**config.mk**
```make
export PLATFORM = sky130hd
export DESIGN_NAME = rmc_config_bank
export DESIGN_NICKNAME = d
export VERILOG_FILES = /design/src/inc/rmc_pkg.sv /design/src/rmc_config_bank.sv
export SDC_FILE = /design/constraint.sdc
export NUM_CORES = 1
export LEC_CHECK = 0
export ABC_CLOCK_PERIOD_IN_PS = 9900
export BUFFER_PORTS_ARGS = -buffer_cell sky130_fd_sc_hd__buf_2
export CAP_MARGIN = 20
export CORE_MARGIN = 3
export CORE_UTILIZATION = 30
export CTS_CLUSTER_SIZE = 10
export DETAILED_ROUTE_END_ITERATION = 12
export PLACE_DENSITY_LB_ADDON = 0.1
export SLEW_MARGIN = 0
export SYNTH_ARGS = -nofsm -noshare
export SYNTH_HDL_FRONTEND = slang
export SYNTH_SLANG_ARGS = --single-unit
```
**constraint.sdc**
```tcl
create_clock -name sys_clk -period 9.9 [get_ports sys_clk]
set_clock_uncertainty 0.05 [all_clocks]
set_input_delay 0.99 -clock sys_clk [delete_from_list [all_inputs] [get_ports sys_clk]]
set_output_delay 0.99 -clock sys_clk [all_outputs]
set_load 0.02 [all_outputs]
```
**src/inc/rmc_pkg.sv**
```systemverilog
package rmc_pkg;

    // Register window: one byte per address, 0x17 up to 0x27.
    localparam int          RMC_NREG      = 17;
    localparam int          RMC_IDX_W     = 5;
    localparam logic [7:0]  RMC_BASE_ADDR = 8'h17;
    localparam logic [7:0]  RMC_LAST_ADDR = 8'h27;

    // Register addresses.
    localparam logic [7:0] RMC_A_LOWEST_SLOT   = 8'h17;
    localparam logic [7:0] RMC_A_PA_RAMP       = 8'h18;
    localparam logic [7:0] RMC_A_RATE_MANT     = 8'h1A;
    localparam logic [7:0] RMC_A_MODULATION    = 8'h1B;
    localparam logic [7:0] RMC_A_FREQ_DEV      = 8'h1C;
    localparam logic [7:0] RMC_A_CHAN_FILTER   = 8'h1D;
    localparam logic [7:0] RMC_A_FC_CONTROL    = 8'h1E;
    localparam logic [7:0] RMC_A_FC_FAST_LEN   = 8'h1F;
    localparam logic [7:0] RMC_A_FC_GAINS      = 8'h20;
    localparam logic [7:0] RMC_A_STRENGTH_FLT  = 8'h21;
    localparam logic [7:0] RMC_A_DETECT_TH     = 8'h22;
    localparam logic [7:0] RMC_A_CLOCK_REC     = 8'h23;
    localparam logic [7:0] RMC_A_GAIN_MEASURE  = 8'h24;
    localparam logic [7:0] RMC_A_GAIN_THRESH   = 8'h25;
    localparam logic [7:0] RMC_A_GAIN_ENABLE   = 8'h26;
    localparam logic [7:0] RMC_A_ANTENNA       = 8'h27;

    // Reset values, indexed by address minus base; 0x19 is a hole.
    localparam logic [7:0] RMC_RESET_VAL [RMC_NREG] = '{
        8'h00, 8'h07, 8'h00, 8'h83, 8'h1A, 8'h45, 8'h23, 8'h48, 8'h18,
        8'h25, 8'hE3, 8'h24, 8'h58, 8'h22, 8'h65, 8'h8A, 8'h05};

    // Writable bits; reserved read-only bits stay zero.
    localparam logic [7:0] RMC_WMASK [RMC_NREG] = '{
        8'h7F, 8'hFF, 8'h00, 8'hFF, 8'hFF, 8'hFF, 8'hFF, 8'hFF, 8'hFF,
        8'hFF, 8'hFF, 8'hFF, 8'hFF, 8'hFF, 8'hFF, 8'hFF, 8'h1F};

    // Field positions.
    localparam int RMC_LEVEL_HI = 6, RMC_LEVEL_LO = 0;
    localparam int RMC_CAPS_HI = 7, RMC_CAPS_LO = 6;
    localparam int RMC_RAMP_ON_BIT = 5;
    localparam int RMC_STEP_HI = 4, RMC_STEP_LO = 3;
    localparam int RMC_FINAL_HI = 2, RMC_FINAL_LO = 0;
    localparam int RMC_CW_BIT = 7, RMC_BT_BIT = 6;
    localparam int RMC_MOD_HI = 5, RMC_MOD_LO = 4;
    localparam int RMC_RATE_E_HI = 3, RMC_RATE_E_LO = 0;
    localparam int RMC_DEV_E_HI = 7, RMC_DEV_E_LO = 4;
    localparam int RMC_LOOP_SEL_BIT = 3;
    localparam int RMC_DEV_M_HI = 2, RMC_DEV_M_LO = 0;
    localparam int RMC_HI_NIB_HI = 7, RMC_HI_NIB_LO = 4;
    localparam int RMC_LO_NIB_HI = 3, RMC_LO_NIB_LO = 0;
    localparam int RMC_FREEZE_BIT = 7, RMC_FC_ON_BIT = 6, RMC_FC_POINT_BIT = 5;
    localparam int RMC_LEAK_HI = 4, RMC_LEAK_LO = 0;
    localparam int RMC_DECAY_HI = 1, RMC_DECAY_LO = 0;
    localparam int RMC_PGAIN_HI = 7, RMC_PGAIN_LO = 5;
    localparam int RMC_PSTFLT_BIT = 4;
    localparam int RMC_AGC_ON_BIT = 7;
    localparam int RMC_BLANK_BIT = 4, RMC_ANT_ON_BIT = 3;
    localparam int RMC_ANT_T_HI = 2, RMC_ANT_T_LO = 0;

    // Modulation codes and timing loop selection.
    localparam logic [1:0] RMC_MOD_GFSK = 2'h1;
    localparam logic       RMC_LOOP_PLL = 1'h1;

    // Serial command byte: bit 0 high means read.
    localparam int RMC_CMD_RD_BIT = 0;
    localparam logic [2:0] RMC_LAST_BIT = 3'h7;
    localparam logic [1:0] RMC_DATA_PHASE = 2'h2;

    // Ramp sequencer states.
    typedef enum logic [2:0] {
        RMC_RAMP_IDLE = 3'b001,
        RMC_RAMP_STEP = 3'b010,
        RMC_RAMP_HOLD = 3'b100
    } rmc_ramp_state_type;

endpackage

```
**src/rmc_config_bank.sv**
```systemverilog
`timescale 1ns/1ps
module rmc_config_bank #(
    parameter int NUM_SLOTS  = 8,
    parameter int FAST_CNT_W = 8
) (
    input  wire logic                    sys_clk,
    input  wire logic                    nrst,
    input  wire logic                    clk_en,
    input  wire logic                    spi_csn,
    input  wire logic                    spi_sck,
    input  wire logic                    spi_mosi,
    output logic                         spi_miso,
    output logic                         spi_miso_oe,
    input  wire logic                    tx_on,
    input  wire logic                    eighth_bit_tick,
    input  wire logic                    rx_on,
    input  wire logic                    symbol_tick,
    input  wire logic                    sync_found,
    input  wire logic                    rx_data_valid,
    input  wire logic                    below_cs,
    output logic [2:0]                   pa_slot,
    output logic [6:0]                   lowest_slot_level,
    output logic [1:0]                   output_load_caps,
    output logic                         carrier_only_tx,
    output logic [1:0]                   modulation_select,
    output logic                         gauss_bt_select,
    output logic [7:0]                   rate_mantissa,
    output logic [3:0]                   rate_exponent,
    output logic [3:0]                   deviation_exponent,
    output logic [2:0]                   deviation_mantissa,
    output logic                         timing_loop_select,
    output logic [3:0]                   timing_integral_gain,
    output logic [2:0]                   timing_prop_gain,
    output logic                         post_filter_len,
    output logic [3:0]                   chan_filter_mantissa,
    output logic [3:0]                   chan_filter_exponent,
    output logic                         freq_corr_active,
    output logic                         freq_corr_loop_point,
    output logic [4:0]                   peak_detector_leak,
    output logic [3:0]                   freq_corr_gain,
    output logic [3:0]                   strength_filter_gain,
    output logic [1:0]                   onoff_peak_decay,
    output logic [7:0]                   detect_level,
    output logic                         auto_gain_on,
    output logic [3:0]                   gain_measure_time,
    output logic [3:0]                   gain_high_thresh,
    output logic [3:0]                   gain_low_thresh,
    output logic                         antenna_diversity_on,
    output logic [2:0]                   antenna_measure_time,
    output logic                         fifo_write
);
    import rmc_pkg::*;

    // Refuse sizes the slot index and the fast-period counter cannot serve.
    initial begin
        if (NUM_SLOTS != 8) $error("NUM_SLOTS must be 8.");
        if (FAST_CNT_W < 8) $error("FAST_CNT_W must be at least 8.");
    end

    logic [7:0]           regs_r [RMC_NREG];
    logic                 sck_q_r;
    logic [2:0]           bit_cnt_r;
    logic [1:0]           byte_cnt_r;
    logic [7:0]           shift_r;
    logic [7:0]           addr_r;
    logic                 cmd_rd_r;
    logic [7:0]           tx_byte_r;
    logic                 miso_r;
    logic                 miso_oe_r;
    rmc_ramp_state_type   ramp_st_r;
    logic [2:0]           slot_r;
    logic [2:0]           tick_cnt_r;
    logic                 frozen_r;
    logic                 corr_act_r;
    logic [FAST_CNT_W-1:0] fast_cnt_r;
    logic [3:0]           corr_gain_r;
    logic [3:0]           int_gain_r;
    logic                 fifo_wr_r;
    logic                 sck_rise;
    logic                 sck_fall;
    logic [7:0]           byte_in;
    logic                 byte_done;
    logic                 wr_strobe;
    logic [7:0]           rd_byte;

    // True when an address falls inside the register window.
    function automatic logic in_map(input logic [7:0] a);
        return (a >= RMC_BASE_ADDR) && (a <= RMC_LAST_ADDR);
    endfunction

    // Converts an address to an index into the register array.
    function automatic logic [RMC_IDX_W-1:0] to_idx(input logic [7:0] a);
        logic [7:0] d;
        d = a - RMC_BASE_ADDR;
        return d[RMC_IDX_W-1:0];
    endfunction

    // Readback value; addresses outside the window read as zero.
    function automatic logic [7:0] rd_val(input logic [7:0] a);
        return in_map(a) ? regs_r[to_idx(a)] : 8'h00;
    endfunction

    // Serial edges; pins are taken as synchronous to sys_clk.
    assign sck_rise  = spi_sck && !sck_q_r;
    assign sck_fall  = !spi_sck && sck_q_r;
    assign byte_in   = {shift_r[6:0], spi_mosi};
    assign byte_done = !spi_csn && sck_rise && (bit_cnt_r == RMC_LAST_BIT);
    assign wr_strobe = byte_done && (byte_cnt_r == RMC_DATA_PHASE) && !cmd_rd_r;

    // Readback byte for the current serial address, so its top bit can be picked.
    assign rd_byte   = rd_val(addr_r);

    // Serial receive: command byte, address byte, then data with auto-increment.
    always_ff @(posedge sys_clk or negedge nrst) begin
        if (!nrst) begin
            sck_q_r    <= 1'b0;
            bit_cnt_r  <= 3'h0;
            byte_cnt_r <= 2'h0;
            shift_r    <= 8'h00;
            addr_r     <= 8'h00;
            cmd_rd_r   <= 1'b0;
        end else if (clk_en) begin
            sck_q_r <= spi_sck;
            if (spi_csn) begin
                bit_cnt_r  <= 3'h0;
                byte_cnt_r <= 2'h0;
            end else if (sck_rise) begin
                shift_r   <= byte_in;
                bit_cnt_r <= bit_cnt_r + 3'h1;
                if (byte_done) begin
                    unique case (byte_cnt_r)
                        2'h0: cmd_rd_r <= byte_in[RMC_CMD_RD_BIT];
                        2'h1: addr_r   <= byte_in;
                        default: addr_r <= addr_r + 8'h01;
                    endcase
                    if (byte_cnt_r != RMC_DATA_PHASE) begin
                        byte_cnt_r <= byte_cnt_r + 2'h1;
                    end
                end
            end
        end
    end

    // Serial transmit: a read byte is latched on the first falling edge.
    always_ff @(posedge sys_clk or negedge nrst) begin
        if (!nrst) begin
            tx_byte_r <= 8'h00;
            miso_r    <= 1'b0;
            miso_oe_r <= 1'b0;
        end else if (clk_en) begin
            miso_oe_r <= !spi_csn;
            if (spi_csn) begin
                miso_r <= 1'b0;
            end else if (sck_fall && cmd_rd_r && (byte_cnt_r == RMC_DATA_PHASE)) begin
                if (bit_cnt_r == 3'h0) begin
                    tx_byte_r <= rd_byte;
                    miso_r    <= rd_byte[RMC_LAST_BIT];
                end else begin
                    miso_r <= tx_byte_r[~bit_cnt_r];
                end
            end
        end
    end

    // Register storage; only writable bits take host data.
    always_ff @(posedge sys_clk or negedge nrst) begin
        if (!nrst) begin
            for (int i = 0; i < RMC_NREG; i++) begin
                regs_r[i] <= RMC_RESET_VAL[i];
            end
        end else if (clk_en && wr_strobe && in_map(addr_r)) begin
            regs_r[to_idx(addr_r)] <= (byte_in & RMC_WMASK[to_idx(addr_r)])
                | (regs_r[to_idx(addr_r)] & ~RMC_WMASK[to_idx(addr_r)]);
        end
    end

    // Power ramp: climbs from slot 0 to the final index, one step per width.
    always_ff @(posedge sys_clk or negedge nrst) begin
        if (!nrst) begin
            ramp_st_r  <= RMC_RAMP_IDLE;
            slot_r     <= 3'h0;
            tick_cnt_r <= 3'h0;
        end else if (clk_en) begin
            unique case (ramp_st_r)
                RMC_RAMP_IDLE: begin
                    tick_cnt_r <= 3'h0;
                    if (!tx_on) begin
                        slot_r <= 3'h0;
                    end else if (regs_r[to_idx(RMC_A_PA_RAMP)][RMC_RAMP_ON_BIT]) begin
                        slot_r    <= 3'h0;
                        ramp_st_r <= RMC_RAMP_STEP;
                    end else begin
                        slot_r    <= regs_r[to_idx(RMC_A_PA_RAMP)][RMC_FINAL_HI:RMC_FINAL_LO];
                        ramp_st_r <= RMC_RAMP_HOLD;
                    end
                end
                RMC_RAMP_STEP: begin
                    if (!tx_on) begin
                        ramp_st_r <= RMC_RAMP_IDLE;
                        slot_r    <= 3'h0;
                    end else if (slot_r >= regs_r[to_idx(RMC_A_PA_RAMP)][RMC_FINAL_HI:RMC_FINAL_LO]) begin
                        ramp_st_r <= RMC_RAMP_HOLD;
                    end else if (eighth_bit_tick) begin
                        if (tick_cnt_r[1:0] == regs_r[to_idx(RMC_A_PA_RAMP)][RMC_STEP_HI:RMC_STEP_LO]) begin
                            tick_cnt_r <= 3'h0;
                            slot_r     <= slot_r + 3'h1;
                        end else begin
                            tick_cnt_r <= tick_cnt_r + 3'h1;
                        end
                    end
                end
                RMC_RAMP_HOLD: begin
                    if (!tx_on) begin
                        ramp_st_r <= RMC_RAMP_IDLE;
                        slot_r    <= 3'h0;
                    end
                end
            endcase
        end
    end

    // Frequency correction: freeze latch, fast period and gain selection.
    always_ff @(posedge sys_clk or negedge nrst) begin
        if (!nrst) begin
            frozen_r    <= 1'b0;
            corr_act_r  <= 1'b0;
            fast_cnt_r  <= '0;
            corr_gain_r <= 4'h0;
        end else if (clk_en) begin
            if (sync_found && regs_r[to_idx(RMC_A_FC_CONTROL)][RMC_FREEZE_BIT]) begin
                frozen_r <= 1'b1;
            end else if (!rx_on) begin
                frozen_r <= 1'b0;
            end
            corr_act_r <= regs_r[to_idx(RMC_A_FC_CONTROL)][RMC_FC_ON_BIT] && rx_on
                && !frozen_r;
            if (!rx_on) begin
                fast_cnt_r <= '0;
            end else if (symbol_tick && (fast_cnt_r < FAST_CNT_W'(regs_r[to_idx(RMC_A_FC_FAST_LEN)]))) begin
                fast_cnt_r <= fast_cnt_r + 1'b1;
            end
            corr_gain_r <= (fast_cnt_r < FAST_CNT_W'(regs_r[to_idx(RMC_A_FC_FAST_LEN)]))
                ? regs_r[to_idx(RMC_A_FC_GAINS)][RMC_HI_NIB_HI:RMC_HI_NIB_LO]
                : regs_r[to_idx(RMC_A_FC_GAINS)][RMC_LO_NIB_HI:RMC_LO_NIB_LO];
        end
    end

    // Integral gain is only handed on in PLL mode; FIFO writes honour blanking.
    always_ff @(posedge sys_clk or negedge nrst) begin
        if (!nrst) begin
            int_gain_r <= 4'h0;
            fifo_wr_r  <= 1'b0;
        end else if (clk_en) begin
            int_gain_r <= (regs_r[to_idx(RMC_A_FREQ_DEV)][RMC_LOOP_SEL_BIT] == RMC_LOOP_PLL)
                ? regs_r[to_idx(RMC_A_CLOCK_REC)][RMC_LO_NIB_HI:RMC_LO_NIB_LO] : 4'h0;
            fifo_wr_r <= rx_data_valid
                && !(regs_r[to_idx(RMC_A_ANTENNA)][RMC_BLANK_BIT] && below_cs);
        end
    end

    // Outputs come straight from register flops.
    assign spi_miso             = miso_r;
    assign spi_miso_oe          = miso_oe_r;
    assign pa_slot              = slot_r;
    assign freq_corr_active     = corr_act_r;
    assign freq_corr_gain       = corr_gain_r;
    assign timing_integral_gain = int_gain_r;
    assign fifo_write           = fifo_wr_r;
    assign lowest_slot_level    = regs_r[to_idx(RMC_A_LOWEST_SLOT)][RMC_LEVEL_HI:RMC_LEVEL_LO];
    assign output_load_caps     = regs_r[to_idx(RMC_A_PA_RAMP)][RMC_CAPS_HI:RMC_CAPS_LO];
    assign carrier_only_tx      = regs_r[to_idx(RMC_A_MODULATION)][RMC_CW_BIT];
    assign gauss_bt_select      = regs_r[to_idx(RMC_A_MODULATION)][RMC_BT_BIT];
    assign modulation_select    = regs_r[to_idx(RMC_A_MODULATION)][RMC_MOD_HI:RMC_MOD_LO];
    assign rate_mantissa        = regs_r[to_idx(RMC_A_RATE_MANT)];
    assign rate_exponent        = regs_r[to_idx(RMC_A_MODULATION)][RMC_RATE_E_HI:RMC_RATE_E_LO];
    assign deviation_exponent   = regs_r[to_idx(RMC_A_FREQ_DEV)][RMC_DEV_E_HI:RMC_DEV_E_LO];
    assign deviation_mantissa   = regs_r[to_idx(RMC_A_FREQ_DEV)][RMC_DEV_M_HI:RMC_DEV_M_LO];
    assign timing_loop_select   = regs_r[to_idx(RMC_A_FREQ_DEV)][RMC_LOOP_SEL_BIT];
    assign chan_filter_mantissa = regs_r[to_idx(RMC_A_CHAN_FILTER)][RMC_HI_NIB_HI:RMC_HI_NIB_LO];
    assign chan_filter_exponent = regs_r[to_idx(RMC_A_CHAN_FILTER)][RMC_LO_NIB_HI:RMC_LO_NIB_LO];
    assign freq_corr_loop_point = regs_r[to_idx(RMC_A_FC_CONTROL)][RMC_FC_POINT_BIT];
    assign peak_detector_leak   = regs_r[to_idx(RMC_A_FC_CONTROL)][RMC_LEAK_HI:RMC_LEAK_LO];
    assign strength_filter_gain = regs_r[to_idx(RMC_A_STRENGTH_FLT)][RMC_HI_NIB_HI:RMC_HI_NIB_LO];
    assign onoff_peak_decay     = regs_r[to_idx(RMC_A_STRENGTH_FLT)][RMC_DECAY_HI:RMC_DECAY_LO];
    assign detect_level         = regs_r[to_idx(RMC_A_DETECT_TH)];
    assign timing_prop_gain     = regs_r[to_idx(RMC_A_CLOCK_REC)][RMC_PGAIN_HI:RMC_PGAIN_LO];
    assign post_filter_len      = regs_r[to_idx(RMC_A_CLOCK_REC)][RMC_PSTFLT_BIT];
    assign gain_measure_time    = regs_r[to_idx(RMC_A_GAIN_MEASURE)][RMC_LO_NIB_HI:RMC_LO_NIB_LO];
    assign gain_high_thresh     = regs_r[to_idx(RMC_A_GAIN_THRESH)][RMC_HI_NIB_HI:RMC_HI_NIB_LO];
    assign gain_low_thresh      = regs_r[to_idx(RMC_A_GAIN_THRESH)][RMC_LO_NIB_HI:RMC_LO_NIB_LO];
    assign auto_gain_on         = regs_r[to_idx(RMC_A_GAIN_ENABLE)][RMC_AGC_ON_BIT];
    assign antenna_diversity_on = regs_r[to_idx(RMC_A_ANTENNA)][RMC_ANT_ON_BIT];
    assign antenna_measure_time = regs_r[to_idx(RMC_A_ANTENNA)][RMC_ANT_T_HI:RMC_ANT_T_LO];
endmodule

```
**After elaboration in Yosys (flattened, before gate mapping)**

Memories as Yosys holds them, arrays and structs flattened.
Cells that the tools add are included.
Widths: inputs -> output; s select.

- Bits in registers: 196
- Bits of input ports: 13
- Latch bits: 0
- Output and inout bits: 97
- Memory bits (read-only): 256
- RAM bits: 0
- Memories: 1
- Word-level logic and storage cells: 166

Memory list:

| name | words | width | read ports | clocked after memory_dff | wr ports | RTL line | RTL |
|---|---|---|---|---|---|---|---|
| (name not given) | 32 | 8 | 1 | 0 | 0 | rmc_config_bank.sv:173 | `\| (regs_r[to_idx(addr_r)] & ~RMC_WMASK[to_idx(addr_r)]);` |

- Reductions and logical operators: 43
- Bitwise operators: 8
- Equality and inequality tests: 19
- Muxes and demuxes: 46
- Divide/modulo/power cells: 0
- $add $sub $neg: 7
- Multipliers: 0
- Magnitude comparators: 7
- Shift operators: 0

Operators by type and width:

| cell | count |
|---|---|
| $bwmux 136 | 1 |
| $mux 8 | 8 |
| $mux 3 | 18 |
| $bmux 8 s5 | 1 |
| $demux 8 s5 | 1 |
| $reduce_and 5->1 | 4 |
| $logic_and 1x1->1 | 18 |
| $pmux 3 s3 | 2 |
| $add 8x1->8 const B | 2 |
| $and 8x8->8 | 2 |
| $pmux 8 s2 | 1 |
| $ne 2x2->1 const B | 6 |
| $ne 3x3->1 const B | 4 |
| $reduce_and 4->1 | 3 |
| $reduce_bool 2->1 | 5 |
| $add 3x1->3 const B | 3 |
| $ge 8x5->1 const B | 1 |
| $le 8x6->1 const B | 1 |
| $lt 8x8->1 | 1 |
| $mux 2 | 4 |
| $mux 4 | 2 |
| $not 8->8 | 1 |
| $or 8x8->8 | 1 |
| $reduce_and 2->1 | 4 |
| other kinds (23) | 36 |

**Longest topological paths before layout**

- Word-level depth: 9
- Depth in mapped cells: 12

**Least setup slack after synthesis**

Ideal clock, no wire load.

- Path kind: register -> register
- Start point: register addr_r[0]
- End point: register tx_byte_r[7]
- Setup slack: 6.582 ns
- Stages on the path, launching flop included: 13
- Required time: 9.725 ns
- Arrival: 3.143 ns
- Path through: dfrtp_1 buf_6 buf_2 buf_2 inv_1 ha_1 clkbuf_1 mux4_2 mux2_2 and3_1 o31ai_2 a21oi_1 mux2_2

- Word-level cells in the longest chain between the ends: 6

RTL lines:

| what | RTL line | RTL |
|---|---|---|
| start, declared | rmc_config_bank.sv:65 | `logic [7:0] addr_r;` |
| start signal, assigned | rmc_config_bank.sv:133 | `2'h1: addr_r <= byte_in;` |
| start signal, assigned | rmc_config_bank.sv:134 | `default: addr_r <= addr_r + 8'h01;` |
| $sub 5x5->5 | rmc_config_bank.sv:94 | `d = a - RMC_BASE_ADDR;` |
| $not 5->6 (implied by the code) | rmc_config_bank.sv:100 | `return in_map(a) ? regs_r[to_idx(a)] : 8'h00;` |
| $bmux 8 s5 | rmc_config_bank.sv:100 |  |
| $mux 8 (implied by the code) (2 in series) | rmc_config_bank.sv:100 |  |
| $mux 8 (*) | rmc_config_bank.sv:100 |  |
| end signal, assigned | rmc_config_bank.sv:156 | `tx_byte_r <= rd_byte;` |
| end, declared | rmc_config_bank.sv:67 | `logic [7:0] tx_byte_r;` |

Every way passes the cells marked *; elsewhere a longest branch is shown, timed or not. The select of a mux whose other input is x is not followed.
A chain may end at the register's enable or synchronous reset.

**Worst setup path after layout**

Ends and elaborated chain as after synthesis.

==> run_results.csv <==
group,metric,value,unit
clock_tree,cts_max_level,4,
sta,setup_viol,0,
clock_tree,clock-sinks,195,
worst_setup_path,r2r_end,"tx_byte_r[7]$_DFFE_PN0P_",
status,status,"finished clean",
sta,fin_crit,3.77,ns
yosys,synth_flop_cell,"dfrtp_1",
sta,worst_pin_slew,1.14,ns
yosys,ys_warn_count,0,
finish,drive_gt1_share,27.0,%
die,die_h,193,µm
worst_setup_path,endpoint,"tx_byte_r[7]$_DFFE_PN0P_",
sta,setup-tns-final,0,ns
yosys,synth.most_common_cell,"dfrtp_1",
yosys,synth.cell_area,0.0104,mm²
job,max_cap_violations,0,
power_and_ir_drop,p_seq_share,49.4,%
yosys,syn_avg_cell_area,10.4,µm²
yosys,yosysSeqAreaShare,47.3,%
worst_setup_path,cp.buffers_inverters,2,
worst_setup_path,r2r-start,"addr_r[0]$_DFFE_PN0P_",
yosys,synth.ff_latch_count,195,
die,num_io_pins,110,
global_route,grt_pass1_vias,7289,
worst_setup_path,critPathLaunchType,"register",
worst_setup_path,cpMostUsedCell,"mux2_2",
power_and_ir_drop,power.total,1.72,mW
worst_setup_path,cp.depth,9,
place,place.gp.congestion,0.806,
power_and_ir_drop,p_per_area,151,mW/mm²
detailed_routing,route.detailed.drc,0,
die,core_area,0.0339,mm²
yosys,synth_cell_types,68,
clock_tree,post_cts_resized,0,
detailed_routing,viasPerCell,4.95,
worst_setup_path,r2r_slack,6.13,ns
sta,rsz0062_at_grt,"false",
worst_setup_path,critPathMaxStageDelay,0.92,ns
sta,relSlewSlack,23.6,%
die,die_x,193,µm
die,initial_core_util,30.8,%
die,dieArea,0.0371,mm²
sta,finalHoldViolations,0,
yosys,synth_area_leaders,"dfrtp_1 (36%), dfstp_2 (11%), mux4_2 (7.3%)",
clock_tree,root_buffer,"clkbuf_16",
detailed_routing,drt_wl_total,30.8,mm
sta,maxSlewViolCount,0,
place,dpl_worst_slack,5.87,ns
clock_tree,cts_tree,"done",
power_and_ir_drop,p_int,1.25,mW
global_route,grt_overflow,0,
worst_hold_path,hold_path_class,"reg -> reg",
finish,diodes,0,
die,rows,67,
global_route,grt_max_degree,126,
yosys,synth_common_cells,"dfrtp_1 (151), nand2_1 (130), o21ai_0 (125)",
power_and_ir_drop,clockPowerShare,41.6,%
clock_tree,ctsHoldBuffers,0,
place,port_buffers,109,
sta,finalCritPeriodShare,38.1,%
detailed_routing,vias,7351,
worst_setup_path,cp.required,10.18,ns
worst_setup_path,slowest_stage,"dfrtp_2",
clock_tree,clockBufferDepth,2,
power_and_ir_drop,p_leak,5.12,nW
yosys,synth_top_cell_by_area,"dfrtp_1",
yosys,netlist.area_leader.share,36.2,%
worst_setup_path,rr_worst_depth,9,
power_and_ir_drop,peakVddDrop,0.106,mV
worst_setup_path,arrival,4.05,ns
finish,nets,1059,
worst_setup_path,critPathTopFamily,"multiplexers",
sta,setup_ws,6.13,ns
worst_setup_path,path_class,"reg -> reg",
worst_setup_path,cp_max_fo,34,
yosys,synth_edf_count,0,
worst_setup_path,cp-end-kind,"register",
detailed_routing,ant_nets,0,
clock_tree,cts_buffers,17,
clock_tree,postCtsSetupBuffers,0,
power_and_ir_drop,combPwrFrac,9.0,%
place,placed_cells,1450,
detailed_routing,routedWlPerCell,20.8,µm
finish,finalNonFillerCells,1484,
global_route,antenna_found_initial,0,
yosys,ys_async_sr_fraction,100,%
finish,area_growth,9.44,%
detailed_routing,drt_first_pass_iters,4,
power_and_ir_drop,switching_share,27.2,%
clock_tree,clkTransAtPathRegs,0.07,ns
yosys,synthCells,1008,
power_and_ir_drop,p_sw,0.469,mW
worst_setup_path,path_cells,"inv_1 -> ha_1 -> buf_4 -> mux4_2 -> mux2_2 -> and3_1 -> o31ai_2 -> a21oi_1 -> mux2_2",
sta,hold_ws,0.427,ns
worst_setup_path,startpoint,"addr_r[0]$_DFFE_PN0P_",
place,hpwl,22.0,mm
global_route,grt_pass1_wl,48.2,mm
detailed_routing,drt_iter0_drc,494,
global_route,gr-usage-all-layers,17.3,%
sta,fmax,265,MHz
yosys,syn-num-nets,1044,
clock_tree,clk_latency,0.45,ns
## power by group through the flow
stage,combinational [mW],sequential [mW],clock [mW]
2_1_floorplan,0.0852,0.847,0
3_3_place_gp,0.159,0.866,0
3_5_place_dp,0.158,0.865,0
4_1_cts,0.159,0.850,0.738
5_1_grt,0.173,0.854,0.770
6_report,0.155,0.850,0.715
## per-stage QoR
step | utilization, % | cell area [µm²]
floorplan | - | 10400
global placement | 31.9 | 10800
detailed placement | 31.9 | 10800
CTS | 33.6 | 11400
global route | 33.7 | 11400
finish | 33.7 | 11400
## flip-flops by register name, indices dropped and copies added (netlist names), 7 cells and up
| name | flops |
|---|---|
| tx_byte_r | 8 |
| fast_cnt_r | 8 |
| addr_r | 8 |
| regs_r | 54 |
| rate_mantissa | 8 |
| lowest_slot_level | 7 |
| shift_r | 7 |
| detect_level | 8 |
## cells in the final DEF, fill, tap and decap left out, types with 7 or more instances in the layout
master,instances
o21ai_1,7
and3_1,8
mux2_2,15
buf_4,10
a22oi_1,7
dfstp_2,44
inv_1,33
nand2b_1,12
buf_2,108
nand2_1,130
o21ai_0,124
nor2_1,44
a31oi_1,9
mux2i_1,32
ha_1,23
a22o_1,12
a21oi_2,7
nor2_2,8
clkbuf_16,17
dfrtp_1,150
nand3_1,18
a21oi_1,69
mux4_2,34
## area by class of cell
cell class	count	area (µm²)
Sequential cell	195	4940
Multi-Input combinational cell	655	4540
Fill cell	3529	22400
Clock inverter	11	129
Inverter	33	124
Timing Repair Buffer	121	668
Clock buffer	21	460
Tap cell	448	561
## cell families after synthesis
logic type                 after synthesis  synth area share, %
AOI/OAI and AO/OA                      271                 15.2
xor gates and xnor gates                10                0.839
adders and majority gates               23                 2.76
buffers and inverters                  158                 9.23
DFF                                    195                 47.3
muxes                                   81                 12.0
and+or+nand+nor                        270                 12.7
## how the worst min path moves through the flow
stage | endpoint | cells after the start | slack (ns) | start
3_3_place_gp | regs_r[10]$_DFFE_PN0P_ | 2 | 0.41 | regs_r[10]$_DFFE_PN0P_
3_5_place_dp | regs_r[10]$_DFFE_PN0P_ | 2 | 0.42 | regs_r[10]$_DFFE_PN0P_
2_1_floorplan | regs_r[10]$_DFFE_PN0P_ | 2 | 0.39 | regs_r[10]$_DFFE_PN0P_
6_report | regs_r[14]$_DFFE_PN0P_ | 2 | 0.43 | regs_r[14]$_DFFE_PN0P_
4_1_cts | regs_r[10]$_DFFE_PN0P_ | 2 | 0.43 | regs_r[10]$_DFFE_PN0P_
5_1_grt | gain_low_thresh[2]$_DFFE_PN1P_ | 2 | 0.45 | gain_low_thresh[2]$_DFFE_PN1P_
## worst min-delay path, stage by stage (launching register included)
cell	delay, ns
dfrtp_1	0.34
nand2_1	0.05
o21ai_0	0.06
## layer usage
metal  up-vias  wire length (µm)  global-route usage [%]  share of wire, %
li1       3534                 -                       -                 -
met1      3647             15400                    25.9                50
met2       143             13900                    26.1                45
met3        27              1040                    2.65               3.4
met4         0               465                    4.54               1.5
met5         -                 0                       0                 0
No activity file was read; power rests on OpenSTA's default activity.
